==> config.mk <==
export PLATFORM = sky130hd
export DESIGN_NAME = pin_irq_ctl
export DESIGN_NICKNAME = d
export VERILOG_FILES = /design/src/pin_ctl_pkg.sv /design/src/pin_evt_if.sv /design/src/pin_evt_tracker.sv /design/src/pin_irq_ctl.sv
export SDC_FILE = /design/constraint.sdc
export NUM_CORES = 1
export LEC_CHECK = 0
export ABC_CLOCK_PERIOD_IN_PS = 2400
export BUFFER_PORTS_ARGS = -buffer_cell sky130_fd_sc_hd__buf_2
export CAP_MARGIN = 10
export CORE_MARGIN = 5
export CORE_UTILIZATION = 59
export CTS_BUF_LIST = sky130_fd_sc_hd__clkbuf_16
export DETAILED_ROUTE_END_ITERATION = 8
export GPL_TIMING_DRIVEN = 0
export PLACE_DENSITY = 0.85
export SLEW_MARGIN = 20
export SYNTH_ARGS = -nofsm -noshare
export SYNTH_HDL_FRONTEND = slang
export SYNTH_SLANG_ARGS = --single-unit
==> constraint.sdc <==
create_clock -name clk -period 2.4 [get_ports clk]
set_input_delay 0.12 -clock clk [delete_from_list [all_inputs] [get_ports clk]]
set_output_delay 0.12 -clock clk [all_outputs]
set_load 0.005 [all_outputs]
==> src/pin_ctl_pkg.sv <==
// Constants for the pin interrupt-enable and pin control registers
package pin_ctl_pkg;
  localparam int unsigned ADDR_W          = 8;
  localparam logic [7:0]  PIN_IRQ_EN_OFFS = 8'h0D;
  localparam logic [7:0]  PIN_CONTROL_OFFS = 8'h0E;
  localparam int unsigned CTL_LATCH_BIT   = 0;
  localparam int unsigned CTL_SEL_A_BIT   = 1;
  localparam int unsigned CTL_SEL_B_BIT   = 2;
  localparam int unsigned CTL_SRST_BIT    = 3;
  localparam logic [7:0]  IRQ_EN_RESET    = 8'h00;
  localparam logic [7:0]  CONTROL_RESET   = 8'h00;
  localparam logic [7:0]  PIN_STATE_RESET = 8'hFF;
  localparam logic [7:0]  LOW_NIBBLE      = 8'h0F;
  localparam logic [7:0]  HIGH_NIBBLE     = 8'hF0;
  // Nibble positions of the modem lines, low nibble (channel B)
  localparam int unsigned MDM_RI_POS      = 3;
  localparam int unsigned MDM_CD_POS      = 2;
  localparam int unsigned MDM_TR_POS      = 1;
  localparam int unsigned MDM_SR_POS      = 0;
  localparam int unsigned HIGH_BASE       = 4;
  localparam logic [7:0]  TR_PIN_MASK     = 8'h22;
  localparam int unsigned CLK_PERIOD_NS   = 10;
  localparam int unsigned SRST_TIME_NS    = 40;
  localparam int unsigned SRST_CYCLES_I   =
    (SRST_TIME_NS + CLK_PERIOD_NS - 1) / CLK_PERIOD_NS;
  localparam logic [2:0]  SRST_CYCLES     = 3'(SRST_CYCLES_I);
endpackage : pin_ctl_pkg

==> src/pin_evt_if.sv <==
// Carrier between the register block and the pin event tracker
interface pin_evt_if;
  logic       latch_en;
  logic       state_read;
  logic       soft_rst;
  logic [7:0] pending;
  logic [7:0] held;
  logic [7:0] stable;
  modport tracker (input latch_en, input state_read, input soft_rst,
                   output pending, output held, output stable);
  modport ctrl    (output latch_en, output state_read, output soft_rst,
                   input pending, input held, input stable);
endinterface : pin_evt_if

==> src/pin_evt_tracker.sv <==
// Pin synchroniser, change detection and optional latching per pin
module pin_evt_tracker
  import pin_ctl_pkg::*;
(
  input  wire logic       clk,
  input  wire logic       rst_n,
  input  wire logic [7:0] pins_raw,
  pin_evt_if.tracker      evt
);
  typedef struct packed {
    logic [7:0] s1;
    logic [7:0] s2;
    logic [7:0] s3;
    logic [7:0] stable;
    logic [7:0] ref_val;
    logic [7:0] held;
    logic [7:0] pending;
  } trk_s;

  trk_s q;
  trk_s d;

  always_comb begin
    d    = q;
    d.s1 = pins_raw;
    d.s2 = q.s1;
    d.s3 = q.s2;
    for (int i = 0; i < 8; i++) begin
      // Change counts only once stages two and three agree
      if (q.s2[i] == q.s3[i]) begin
        d.stable[i] = q.s3[i];
      end
      // latch or follow
      if (evt.latch_en) begin
        if (!q.pending[i]) begin
          d.held[i]    = q.stable[i];
          d.pending[i] = q.stable[i] != q.ref_val[i];
        end
      end else begin
        d.held[i]    = q.stable[i];
        d.pending[i] = q.stable[i] != q.ref_val[i];
      end
    end
    // Read rebases; a still-differing pin re-flags next cycle, not lost
    if (evt.state_read) begin
      d.ref_val = q.held;
      d.pending = 8'h00;
    end
    if (evt.soft_rst) begin
      d.stable  = PIN_STATE_RESET;
      d.ref_val = PIN_STATE_RESET;
      d.held    = PIN_STATE_RESET;
      d.pending = 8'h00;
    end
  end

  always_ff @(posedge clk or negedge rst_n) begin
    if (!rst_n) begin
      q <= '{s1: PIN_STATE_RESET, s2: PIN_STATE_RESET,
             s3: PIN_STATE_RESET, stable: PIN_STATE_RESET,
             ref_val: PIN_STATE_RESET, held: PIN_STATE_RESET,
             pending: 8'h00};
    end else begin
      q <= d;
    end
  end

  assign evt.pending = q.pending;
  assign evt.held    = q.held;
  assign evt.stable  = q.stable;
endmodule : pin_evt_tracker

==> src/pin_irq_ctl.sv <==
// Pin interrupt enable, pin control, soft reset and modem pin muxing
// What this block does
// Eight interrupt-enable bits, one per pin; 1 enables, 0 disables.
// Enable bits of a nibble in modem use are ignored.
// Writing 1 to soft reset bit resets the registers and tracker, apart from read data and the synchroniser stages.
// Soft reset bit clears itself once the reset is over.
// Control bit 2 low: low nibble is plain pins.
// Control bit 2 high: low nibble carries channel B modem lines.
// Control bit 1 likewise gives high nibble to channel A modem lines.
// Latch bit holds a pin change until read, or lets it revert.
// Upper four control bits ignore writes and read as zero.
module pin_irq_ctl
  import pin_ctl_pkg::*;
(
  input  wire logic              clk,
  input  wire logic              rst_n,
  input  wire logic [ADDR_W-1:0] reg_addr,
  input  wire logic              reg_wr_en,
  input  wire logic [7:0]        reg_wdata,
  input  wire logic              reg_rd_en,
  output logic      [7:0]        reg_rdata,
  input  wire logic              pin_state_read,
  output logic      [7:0]        pin_state,
  input  wire logic [7:0]        pins_in,
  output logic      [7:0]        pins_out,
  output logic      [7:0]        pins_oe,
  output logic                   pin_irq,
  output logic                   soft_reset_n,
  output logic                   ring_indicate_a_n,
  output logic                   carrier_detect_a_n,
  output logic                   set_ready_a_n,
  input  wire logic              terminal_ready_a_n,
  output logic                   ring_indicate_b_n,
  output logic                   carrier_detect_b_n,
  output logic                   set_ready_b_n,
  input  wire logic              terminal_ready_b_n
);
  typedef struct packed {
    logic       latch_en;
    logic       sel_a;
    logic       sel_b;
    logic       srst_act;
    logic [2:0] srst_cnt;
    logic [7:0] irq_en;
    logic [7:0] rdata;
    logic       irq;
    logic [5:0] mdm;
  } ctl_s;

  ctl_s q;
  ctl_s d;

  pin_evt_if evt ();

  pin_evt_tracker u_tracker (
    .clk      (clk),
    .rst_n    (rst_n),
    .pins_raw (pins_in),
    .evt      (evt)
  );

  // Nibbles taken over by modem lines
  function automatic logic [7:0] modem_mask(input logic sa, input logic sb);
    modem_mask = (sa ? HIGH_NIBBLE : 8'h00) | (sb ? LOW_NIBBLE : 8'h00);
  endfunction : modem_mask

  // Modem inputs of one nibble as {ri, cd, sr}; idle high when unselected
  function automatic logic [2:0] modem_view(input logic       sel,
                                            input logic [3:0] nib);
    if (sel) begin
      modem_view = {nib[MDM_RI_POS], nib[MDM_CD_POS], nib[MDM_SR_POS]};
    end else begin
      modem_view = 3'h7;
    end
  endfunction : modem_view

  // Power-on state of the register block
  localparam ctl_s CTL_INIT = '{
    latch_en: CONTROL_RESET[CTL_LATCH_BIT],
    sel_a:    CONTROL_RESET[CTL_SEL_A_BIT],
    sel_b:    CONTROL_RESET[CTL_SEL_B_BIT],
    srst_act: 1'h0,
    srst_cnt: 3'h0,
    irq_en:   IRQ_EN_RESET,
    rdata:    8'h00,
    irq:      1'h0,
    mdm:      6'h3F
  };

  logic [7:0] ctl_read;
  logic       hit_ctl;
  logic       hit_en;
  logic       wr_open;
  logic       wr_ctl;
  logic       wr_en;
  logic       srst_done;
  logic [7:0] modem_nib;
  logic [7:0] irq_src;
  logic [2:0] mdm_a_in;
  logic [2:0] mdm_b_in;
  logic [1:0] tr_n;

  assign ctl_read = {4'h0, q.srst_act, q.sel_b, q.sel_a, q.latch_en};

  // Address decode shared by the read and write paths
  assign hit_ctl = reg_addr == PIN_CONTROL_OFFS;
  assign hit_en  = reg_addr == PIN_IRQ_EN_OFFS;

  // Writes during soft reset would be undone at its end anyway
  assign wr_open = reg_wr_en && !q.srst_act;
  assign wr_ctl  = wr_open && hit_ctl;
  assign wr_en   = wr_open && hit_en;

  // counter spent: the reset ends this cycle
  assign srst_done = q.srst_act && (q.srst_cnt == 3'h0);

  // modem nibbles mask enables
  assign modem_nib = modem_mask(q.sel_a, q.sel_b);
  // per-pin enable gate
  assign irq_src   = evt.pending & q.irq_en & ~modem_nib;

  // filtered levels, so modem lines never see raw glitches
  assign mdm_a_in = modem_view(q.sel_a, evt.stable[HIGH_BASE +: 4]);
  assign mdm_b_in = modem_view(q.sel_b, evt.stable[3:0]);

  always_comb begin
    d = q;

    // Registered read data; a read beside a write returns the old value
    if (reg_rd_en) begin
      if (hit_ctl) begin
        // reserved read zero
        d.rdata = ctl_read;
      end else if (hit_en) begin
        d.rdata = q.irq_en;
      end else begin
        d.rdata = 8'h00;
      end
    end

    if (srst_done) begin
      // self-clear after reset
      d.srst_act = 1'h0;
      d.latch_en = CONTROL_RESET[CTL_LATCH_BIT];
      d.sel_a    = CONTROL_RESET[CTL_SEL_A_BIT];
      d.sel_b    = CONTROL_RESET[CTL_SEL_B_BIT];
      d.irq_en   = IRQ_EN_RESET;
    end else if (q.srst_act) begin
      // Count down the reset span
      d.srst_cnt = q.srst_cnt - 3'h1;
    end else if (wr_ctl) begin
      // upper bits dropped
      d.latch_en = reg_wdata[CTL_LATCH_BIT];
      d.sel_a    = reg_wdata[CTL_SEL_A_BIT];
      d.sel_b    = reg_wdata[CTL_SEL_B_BIT];
      // start soft reset
      if (reg_wdata[CTL_SRST_BIT]) begin
        d.srst_act = 1'h1;
        d.srst_cnt = SRST_CYCLES - 3'h1;
      end
    end else if (wr_en) begin
      // per-pin enables
      d.irq_en = reg_wdata;
    end

    // Registered so pin_irq never glitches while enables change
    d.irq = |irq_src;
    d.mdm = {mdm_a_in, mdm_b_in};
  end

  always_ff @(posedge clk or negedge rst_n) begin
    if (!rst_n) begin
      q <= CTL_INIT;
    end else begin
      q <= d;
    end
  end

  assign evt.latch_en   = q.latch_en;
  assign evt.state_read = pin_state_read;
  // tracker included, apart from its s1-s3 synchroniser stages
  assign evt.soft_rst   = q.srst_act;

  assign reg_rdata    = q.rdata;
  assign pin_irq      = q.irq;
  assign soft_reset_n = ~q.srst_act;
  assign pin_state    = evt.held;

  // Terminal ready per channel; index 0 is channel B, low nibble
  assign tr_n = {terminal_ready_a_n, terminal_ready_b_n};

  // plain pins leave drive to the pin direction logic outside
  assign pins_oe = modem_nib & TR_PIN_MASK;

  // Only terminal ready is ever driven; the other bits idle high
  for (genvar ch = 0; ch < 2; ch++) begin : g_nib
    assign pins_out[ch*4 +: 4] = {2'h3, tr_n[ch], 1'h1};
  end

  assign ring_indicate_a_n  = q.mdm[5];
  assign carrier_detect_a_n = q.mdm[4];
  assign set_ready_a_n      = q.mdm[3];
  assign ring_indicate_b_n  = q.mdm[2];
  assign carrier_detect_b_n = q.mdm[1];
  assign set_ready_b_n      = q.mdm[0];
endmodule : pin_irq_ctl

### Word-level counts from Yosys, hierarchy flattened

Index checks and enable logic that the tools add are counted.

* reduce and logical (&&, ||, !) cells: 23
* mux-type cells: 58
* bitwise operators: 6
* equality and inequality tests: 28
* add/sub/neg operators: 1

Operators by type and width (count)
* 2-to-1 mux 8 bit: 9
* 2-to-1 mux 1 bit: 40
* 2-to-1 mux 32 bit: 1
* nonzero test 2 bit: 13
* inequality test 3 bit, second input constant: 8
* bitwise AND 8 bit: 2
* equality test 8 x 4 -> 1 bit, second input constant: 2
* 2-to-1 mux 4 bit: 4
* 2-to-1 mux 3 bit: 3
* equality test 1 bit: 8
* inequality test 1 bit: 8
* inverter 8 bit: 1
* bitwise OR 8 x 4 -> 8 bit: 1
* OR reduction 8 bit: 1
* 2-to-1 mux 7 bit: 1
* AND reduction 3 bit: 2
* logical AND 1 bit: 4
* inequality test 2 x 1 -> 1 bit, second input constant: 2
* logical NOT 3 bit: 1
* subtractor 3 x 1 -> 3 bit, second input constant: 1
* inverter 1 bit: 2
* AND reduction 2 bit: 1
* logical NOT 1 bit: 1

* output and inout port bits: 40
* input port bits: 31
* logic and storage cells: 146
* bits in registers: 86

### Logic depth before layout (Yosys ltp)

Gate-level depths: netlist (run 1).

* depth after elaboration: 7
* gate-level depth with buffers: 7

### Hierarchy

A second synthesis (run 1) with hierarchy kept.

* cell total of the unflattened synthesis: 320
* area total of the unflattened synthesis: 3776.1 um2

Modules (own cells, without submodules)
* pin_evt_tracker: seq. area each 1461.4 um2, cells an instance 166, instances 1, area each 2198.4 um2
* pin_irq_ctl: seq. area each 758.2 um2, cells an instance 154, instances 1, area each 1577.8 um2

### Least setup slack after synthesis (run 1)

Ideal clock, no wire load.

* path type: reg2reg
* start: reg q[24] (netlist bit)
* end: reg q[15] (netlist bit)
* clock period less this slack: 1.421 ns
* library setup time: 0.079 ns
* stages on the path, launching flop included: 8
* path buffers: 1
* arrival time: 1.341 ns
* path slack: 0.979 ns
* path through: dfrtp_1 clkinv_1 ha_1 ha_1 nand2_1 clkbuf_1 nand2_1 mux2i_1

* longest elaborated chain between the ends: 4
* elaborated cells on any way between the ends: 7

Ends and longest elaborated chain
* from (decl): RTL line pin_irq_ctl.sv:50 `ctl_s q;`
* from (signal assigned): RTL line pin_irq_ctl.sv:173 `q <= CTL_INIT;`
* from (signal assigned): RTL line pin_irq_ctl.sv:175 `q <= d;`
* logical NOT 3 bit *: RTL line pin_irq_ctl.sv:115 `assign srst_done = q.srst_act && (q.srst_cnt == 3'h0);`
* logical AND 1 bit *: RTL line pin_irq_ctl.sv:115
* inequality test 2 x 1 -> 1 bit (no line) / nonzero test 2 bit (equally long branches)
* AND reduction 3 bit (no line)

Every way passes the cells marked *; elsewhere a longest branch is shown, timed or not.
A chain may end at the register's enable or synchronous reset.

### Worst setup path after layout (run 1)

Ends and elaborated chain as after synthesis.

==> results of run 1 <==
==> state kept, by name, summed over array words and instances (netlist names) <==
register	cells
carrier_detect_a_n	1
carrier_detect_b_n	1
ctl_read	2
evt.latch_en	1
evt.soft_rst	1
pin_irq	1
q	11
reg_rdata	8
ring_indicate_a_n	1
ring_indicate_b_n	1
set_ready_a_n	1
set_ready_b_n	1
u_tracker.d	16
u_tracker.evt.held	8
u_tracker.evt.pending	8
u_tracker.evt.stable	8
u_tracker.q	16
==> kinds of logic (layout without fill, tap and decap cells) <==
group	after synthesis	after routing	share of synthesized area
xor gates and xnor gates	9	9	0.0220
and+or+nand+nor	91	91	0.141
muxes	20	20	0.0561
buffers and inverters	49	130	0.0854
AOI/OAI and AO/OA	38	38	0.0683
other	2	12	0.00209
DFF	86	86	0.618
adders and majority gates	2	2	0.00697
==> synth_stat cells, drive strengths merged (4+ instances only) <==
| master | n |
|---|---|
| clkbuf | 5 |
| a221o | 4 |
| dfrtp | 32 |
| and2b | 4 |
| dfstp | 54 |
| mux2i | 19 |
| a22o | 6 |
| a21oi | 16 |
| inv | 8 |
| buf | 35 |
| nand2b | 7 |
| nor2 | 9 |
| o21ai | 8 |
| nand3 | 17 |
| xnor2 | 9 |
| nand2 | 44 |
==> cell usage in the layout, fill, tap and decap left out, types with 2 or more instances in the layout <==
cell type | netlist | final
sky130_fd_sc_hd__xnor2_1 | 9 | 9
sky130_fd_sc_hd__inv_1 | 7 | 8
sky130_fd_sc_hd__a21oi_1 | 16 | 16
sky130_fd_sc_hd__dfrtp_1 | 32 | 32
sky130_fd_sc_hd__dfstp_2 | 54 | 54
sky130_fd_sc_hd__clkinv_4 | 0 | 2
sky130_fd_sc_hd__nand3_1 | 17 | 17
sky130_fd_sc_hd__nand2b_1 | 7 | 7
sky130_fd_sc_hd__ha_1 | 2 | 2
sky130_fd_sc_hd__clkbuf_1 | 5 | 5
sky130_fd_sc_hd__and2b_4 | 4 | 4
sky130_fd_sc_hd__o21ai_1 | 8 | 8
sky130_fd_sc_hd__clkinv_1 | 1 | 2
sky130_fd_sc_hd__buf_4 | 32 | 33
sky130_fd_sc_hd__nand2_1 | 44 | 44
sky130_fd_sc_hd__dlygate4sd3_1 | 0 | 9
sky130_fd_sc_hd__a221oi_1 | 2 | 2
sky130_fd_sc_hd__buf_2 | 2 | 56
sky130_fd_sc_hd__a22o_1 | 6 | 6
sky130_fd_sc_hd__mux2i_1 | 19 | 19
sky130_fd_sc_hd__a221o_1 | 4 | 4
sky130_fd_sc_hd__nor2_1 | 9 | 9
sky130_fd_sc_hd__conb_1 | 2 | 12
sky130_fd_sc_hd__clkbuf_16 | 0 | 11
==> area by class of cell <==
type,instances,area (um2)
plain buffers,40,273
clock buffers,11,275
clock inverters,5,30.0
fillers,384,1510
inverters,9,33.8
multi-input cells,172,1100
flip-flops and latches,86,2220
well taps,75,93.8
repair buffers,65,388
==> per-layer routing <==
metal / global-route usage / share of wire
met5: 0 / 0
met4: 0.0962 / 0.024
met3: 0.0480 / 0.050
met2: 0.340 / 0.52
met1: 0.257 / 0.41
==> power by group <==
part / leakage [nW] / switching [W] / internal, W
Combinational: 1.02 / 0.000142 / 0.000165
Clock: 0.155 / 0.000555 / 0.000822
Sequential: 1.00 / 0.0000948 / 0.00162
Total: 2.18 / 0.000792 / 0.00260
==> metrics by stage <==
step | instances | hold WS [ps] | total power, W | utilization
floorplan | 307 | -176 | 0.00189 | -
global placement | 437 | 224 | 0.00200 | 0.675
detailed placement | 438 | 147 | 0.00202 | 0.679
CTS | 463 | 21.9 | 0.00342 | 0.746
global route | 463 | 36.0 | 0.00354 | 0.746
finish | 463 | 27.0 | 0.00339 | 0.746
==> worst min-delay path: stages <==
cell                      delay [ps]
sky130_fd_sc_hd__buf_2           100
sky130_fd_sc_hd__nand2_1          50
sky130_fd_sc_hd__mux2i_1          50
==> what timing repair did <==
item                                   4_1_cts  5_1_grt
hold buffers                                 9        0
endpoints found under the hold margin       36        0
setup endpoints to repair                    0        0
==> final timing paths <==
path	from	to	slack [ps]	cells past startpoint
max	q[24]	q[15]	680	7
min reg2reg	u_tracker.d[40]	u_tracker.d[32]	360	0
min in group asynchronous	rst_n	q[25]	320	2
max in group asynchronous	rst_n	u_tracker.d[33]	1420	3
min	reg_wdata[6]	q[21]	30	3
max reg2reg	q[24]	q[15]	680	7
==> impl_metrics.env, run 1 <==
export IMPL_worst_setup_path_start_kind="flop"
export IMPL_post_dp_hpwl_um=4950
export IMPL_synth_flop_cell="sky130_fd_sc_hd__dfstp_2"
export IMPL_post_synth_top_area_cell="sky130_fd_sc_hd__dfstp_2"
export IMPL_crit_path_end_kind="flop"
export IMPL_ant_nets=0
export IMPL_synth_area_top_cells="sky130_fd_sc_hd__dfstp_2 (40%), sky130_fd_sc_hd__dfrtp_1 (22%), sky130_fd_sc_hd__buf_4 (6.7%), sky130_fd_sc_hd__mux2i_1 (5.3%), sky130_fd_sc_hd__nand2_1 (4.6%)"
export IMPL_routed_via_count=2407
export IMPL_clockBufferDepth=2
export IMPL_detailedPlace_worstSlack_ps=691
export IMPL_layout_worst_path_cycle_share=0.719
export IMPL_timing_final_max_slew_violations=0
export IMPL_yosys_warnings=0
export IMPL_postSynthCellCount=297
export IMPL_dieHeight_um=88.0
export IMPL_clock_insertion_delay_worst_skew_ps=330
export IMPL_drt_pass1_iterations=4
export IMPL_layout_cell_area_non_filler_um2=4420
export IMPL_hold_class="in -> reg"
export IMPL_portBuffers=55
export IMPL_cp_cell_sequence="clkinv_1, ha_1, ha_1, nand2_1, clkbuf_1, nand2_1, mux2i_1"
export IMPL_hold_violations=0
export IMPL_cp_data_arrival_time_ps=1980
export IMPL_fmax_mhz=580
export IMPL_wire_per_inst_um=15.4
export IMPL_grt_pass1_vias=2532
export IMPL_synth_sequential_area_ratio=0.618
export IMPL_critPathSlowestCell="sky130_fd_sc_hd__clkbuf_1"
export IMPL_cts_resized=0
export IMPL_critPathBufInv=2
export IMPL_gp_congestion=0.774
export IMPL_crit_required_ps=2650
export IMPL_initial_core_util=0.607
export IMPL_final_setup_tns_ps=0
export IMPL_wire_length_of_the_first_global_routing_pass_um=12000
export IMPL_static_leakage_power_nw=2.18
export IMPL_setup_violations_final=0
export IMPL_cp_top_family="buffers and inverters"
export IMPL_placement_rows=28
export IMPL_cts_buffers=9
export IMPL_ctsHtreeMaxLevel=3
export IMPL_antenna_found_initial=0
export IMPL_clkSlewWorstSetupHoldPaths_ps=60
export IMPL_count_of_flip_flops_with_a_built_in_enable_after_synthesis=0
export IMPL_fp_dieArea_um2=7750
export IMPL_cts_root_buf="sky130_fd_sc_hd__clkbuf_16"
export IMPL_die_w_um=88.0
export IMPL_pwr_per_cell_area_nw_per_um2=769
export IMPL_placement_cell_area_um2=4020
export IMPL_critical_path_peak_fanout=10
export IMPL_asyncSetResetFlopFracSynth=1.00
export IMPL_finalWorstSetupSlack_ps=675
export IMPL_final_setup_skew_ps=4.37
export IMPL_core_region_area_um2=5920
export IMPL_ir_drop_uv=599
export IMPL_max_capacitance_violation_count=0
export IMPL_vias_per_cell=5.20
export IMPL_layout_area_overhead_vs_synth_pct=23.0
export IMPL_tritoncts_clock_tree="yes"
export IMPL_syn_cell_area_um2=3590
export IMPL_synthDominantCellAreaShare=0.395
export IMPL_setup_repair_after_global_routing_missed_its_margin="false"
export IMPL_drcViolationCount=0
export IMPL_critical_path_max_stage_delay_ps=370
export IMPL_ys_seq_elements=86
export IMPL_synth_cell_type_count=36
export IMPL_grt_max_degree=45
export IMPL_final_nets=416
export IMPL_detailedRoute_firstIterationViolations=118
export IMPL_grt_ovfl_total=0
export IMPL_io_pin_count=71
export IMPL_tightest_slew_ps=548
export IMPL_post_route_cells_drive_above_1_share=0.436
export IMPL_slew_headroom=0.635
export IMPL_worst_setup_path_type="reg -> reg"
export IMPL_routed_wl_um=7150
export IMPL_finalWorstPathRequiredPeriod_ps=1720
export IMPL_globalRouteTotalUtil=0.206
export IMPL_post_cts_repair_setup_buffers=0
export IMPL_syn_avg_cell_area_um2=12.1
export IMPL_n_antenna_cell=0
export IMPL_result_of_the_run="finished, final reports clean"
export IMPL_clock_sink_count=86
Note: power is estimated with default switching activity, not from simulation.
==> run 2, diff against run 1 <==
--- a/config.mk
+++ b/config.mk
@@ -5,15 +5,15 @@
 export SDC_FILE = /design/constraint.sdc
 export NUM_CORES = 1
 export LEC_CHECK = 0
-export ABC_CLOCK_PERIOD_IN_PS = 2400
+export ABC_CLOCK_PERIOD_IN_PS = 1400
 export BUFFER_PORTS_ARGS = -buffer_cell sky130_fd_sc_hd__buf_2
 export CAP_MARGIN = 10
 export CORE_MARGIN = 5
-export CORE_UTILIZATION = 59
+export CORE_UTILIZATION = 49
 export CTS_BUF_LIST = sky130_fd_sc_hd__clkbuf_16
 export DETAILED_ROUTE_END_ITERATION = 8
 export GPL_TIMING_DRIVEN = 0
-export PLACE_DENSITY = 0.85
+export PLACE_DENSITY = 0.75
 export SLEW_MARGIN = 20
 export SYNTH_ARGS = -nofsm -noshare
 export SYNTH_HDL_FRONTEND = slang
==> constraint.sdc (replaced) <==
create_clock -name clk -period 1.4 [get_ports clk]
set_input_delay 0.07 -clock clk [delete_from_list [all_inputs] [get_ports clk]]
set_output_delay 0.07 -clock clk [all_outputs]
set_load 0.005 [all_outputs]
==> run 2 against run 1 <==
Hold slack lost 12 ps. Critical path depth shrank 1. Clock skew grew 5.0 ps. Sequential cell count is the same. Setup slack lost 630 ps. Largest cell class unchanged. Largest power group unchanged.
==> impl_metrics.env, run 2 (synthesized netlist as in run 1, its figures left out) <==
export IMPL_timing_final_max_slew_violations=0
export IMPL_ant_nets=0
export IMPL_io_pin_count=71
export IMPL_layout_common_cells="sky130_fd_sc_hd__buf_2 (56), sky130_fd_sc_hd__dfstp_2 (54), sky130_fd_sc_hd__nand2_1 (43), sky130_fd_sc_hd__buf_4 (37), sky130_fd_sc_hd__dfrtp_1 (31)"
export IMPL_globalRouteTotalUtil=0.166
export IMPL_clock_sink_count=86
export IMPL_post_route_cells_drive_above_1_share=0.462
export IMPL_tightest_slew_ps=565
export IMPL_routed_via_count=2370
export IMPL_met3_usage=0.0403
export IMPL_worst_setup_path_start_kind="flop"
export IMPL_ctsHtreeMaxLevel=3
export IMPL_tritoncts_clock_tree="yes"
export IMPL_portBuffers=55
export IMPL_slew_headroom=0.623
export IMPL_die_w_um=95.6
export IMPL_finalWorstPathRequiredPeriod_ps=1350
export IMPL_routed_wl_um=7100
export IMPL_ir_drop_uv=619
export IMPL_timing_critical_path_from="q[23]"
export IMPL_timing_critical_path_to="q[24]"
export IMPL_critical_path_reg2reg_startpoint="q[23]"
export IMPL_drcViolationCount=0
export IMPL_r2r_setup_slack_ps=50
export IMPL_crit_path_end_kind="flop"
export IMPL_filler_cell_count=544
export IMPL_crit_required_ps=1670
export IMPL_hold_class="in -> reg"
export IMPL_mostFrequentLayoutCell="sky130_fd_sc_hd__buf_2"
export IMPL_pwr_per_cell_area_nw_per_um2=1290
export IMPL_grt_util_met1=0.214
export IMPL_post_dp_hpwl_um=4710
export IMPL_final_setup_skew_ps=9.37
export IMPL_clockBufferDepth=2
export IMPL_result_of_the_run="finished, final reports clean"
export IMPL_core_region_area_um2=7180
export IMPL_hold_violations=0
export IMPL_total_power_w=0.00595
export IMPL_dieHeight_um=95.6
export IMPL_worst_setup_path_type="reg -> reg"
export IMPL_global_route_usage_met2=0.267
export IMPL_critical_path_peak_fanout=5
export IMPL_finish_utilization=0.644
export IMPL_grt_max_degree=46
export IMPL_detailedRoute_firstIterationViolations=117
export IMPL_cp_data_arrival_time_ps=1620
export IMPL_final_nets=424
export IMPL_dp_cells=462
export IMPL_wire_per_inst_um=14.3
export IMPL_instances_no_fill=495
export IMPL_n_antenna_cell=0
export IMPL_fp_dieArea_um2=9140
export IMPL_drt_pass1_iterations=4
export IMPL_setup_repair_after_global_routing_missed_its_margin="true"
export IMPL_gp_congestion=0.740
export IMPL_clock_insertion_delay_worst_skew_ps=330
export IMPL_wire_length_of_the_first_global_routing_pass_um=11500
export IMPL_grt_pass1_vias=2376
export IMPL_layout_worst_path_cycle_share=0.965
export IMPL_fmax_mhz=740
export IMPL_initial_core_util=0.500
export IMPL_grt_ovfl_total=0
export IMPL_clkSlewWorstSetupHoldPaths_ps=60
export IMPL_cts_buffers=9
export IMPL_static_leakage_power_nw=2.26
export IMPL_max_capacitance_violation_count=0
export IMPL_end_of_the_worst_register_to_register_path="q[24]"
export IMPL_placement_rows=31
export IMPL_r2r_worst_path_cells=6
export IMPL_globalRoute_busiestLayer="met2"
export IMPL_vias_per_cell=4.79
export IMPL_layout_area_overhead_vs_synth_pct=28.7
export IMPL_setup_violations_final=0
export IMPL_cts_root_buf="sky130_fd_sc_hd__clkbuf_16"
export IMPL_antenna_found_initial=0
==> run 2: cell types whose count changed in the layout (fill, tap and decap cells not counted), moves of 2 or more <==
cell	before	now
sky130_fd_sc_hd__buf_4	33	37
sky130_fd_sc_hd__bufinv_16	0	2
sky130_fd_sc_hd__clkbuf_1	5	2
sky130_fd_sc_hd__dlygate4sd3_1	9	14
sky130_fd_sc_hd__ha_1	2	0
sky130_fd_sc_hd__ha_4	0	2
sky130_fd_sc_hd__inv_1	8	6
sky130_fd_sc_hd__inv_2	1	3
==> run 2: how the worst min path moves through the flow <==
stage                 startpoint              end  slack (ps)  cells after the start
floorplan                  rst_n      ctl_read[1]        -230                      0
global placement      pins_in[6]  u_tracker.d[46]         170                      1
detailed placement         rst_n            q[23]         100                      1
CTS                 reg_wdata[1]            q[16]           4                      3
global route        reg_wdata[1]            q[16]          20                      3
finish              reg_wdata[1]            q[16]          10                      3
==> run 2: layout make-up <==
class	count	area (um2)	share of cell area
Buffer	39	292	0.0631
Clock buffer	9	225	0.0487
Clock inverter	7	88.8	0.0192
Inverter	9	33.8	0.00731
Multi-Input combinational cell	172	1150	0.249
Sequential cell	86	2220	0.481
Tap cell	99	124	0.0268
Timing Repair Buffer	74	485	0.105
==> run 2: routing by layer <==
layer,vias up,wire length (um),share of wire
met2,64,3490,0.49
met3,10,391,0.055
met1,1155,3120,0.44
met4,0,107,0.015
li1,1141,-,-
met5,-,0,0
==> run 2: where the power goes <==
part | total, W | switching [W] | internal (W)
sequential | 0.00293 | 0.000159 | 0.00277
combinational | 0.000545 | 0.000240 | 0.000305
clock | 0.00248 | 0.000926 | 0.00155
==> run 2: repair_timing <==
item / 4_1_cts / 5_1_grt
pin swaps: 0 / 3
endpoints found under the hold margin: 31 / 0
setup endpoints to repair: 23 / 16
hold buffers: 14 / 0
gates resized for setup: 12 / 10
cloned: 0 / 1
buffers inserted: 2 / 1
==> run 2: critical path: stages (launching register included) <==
cell and delay [ps]:
sky130_fd_sc_hd__dfrtp_1 380, sky130_fd_sc_hd__inv_2 90, sky130_fd_sc_hd__ha_4 150, sky130_fd_sc_hd__ha_4 140
sky130_fd_sc_hd__nand2b_4 150, sky130_fd_sc_hd__mux2_1 320, sky130_fd_sc_hd__nand2_1 60
==> run 2: through the flow <==
step	hold WS, ps	setup slack, ps	area, um2	setup TNS (ps)
finish	15.0	49.1	4620	0
global route	16.9	-42.6	4620	-71.8
CTS	3.92	0.499	4560	0
detailed placement	103	-185	4050	-1870
global placement	175	-381	4030	-12990
floorplan	-226	29.4	3630	0
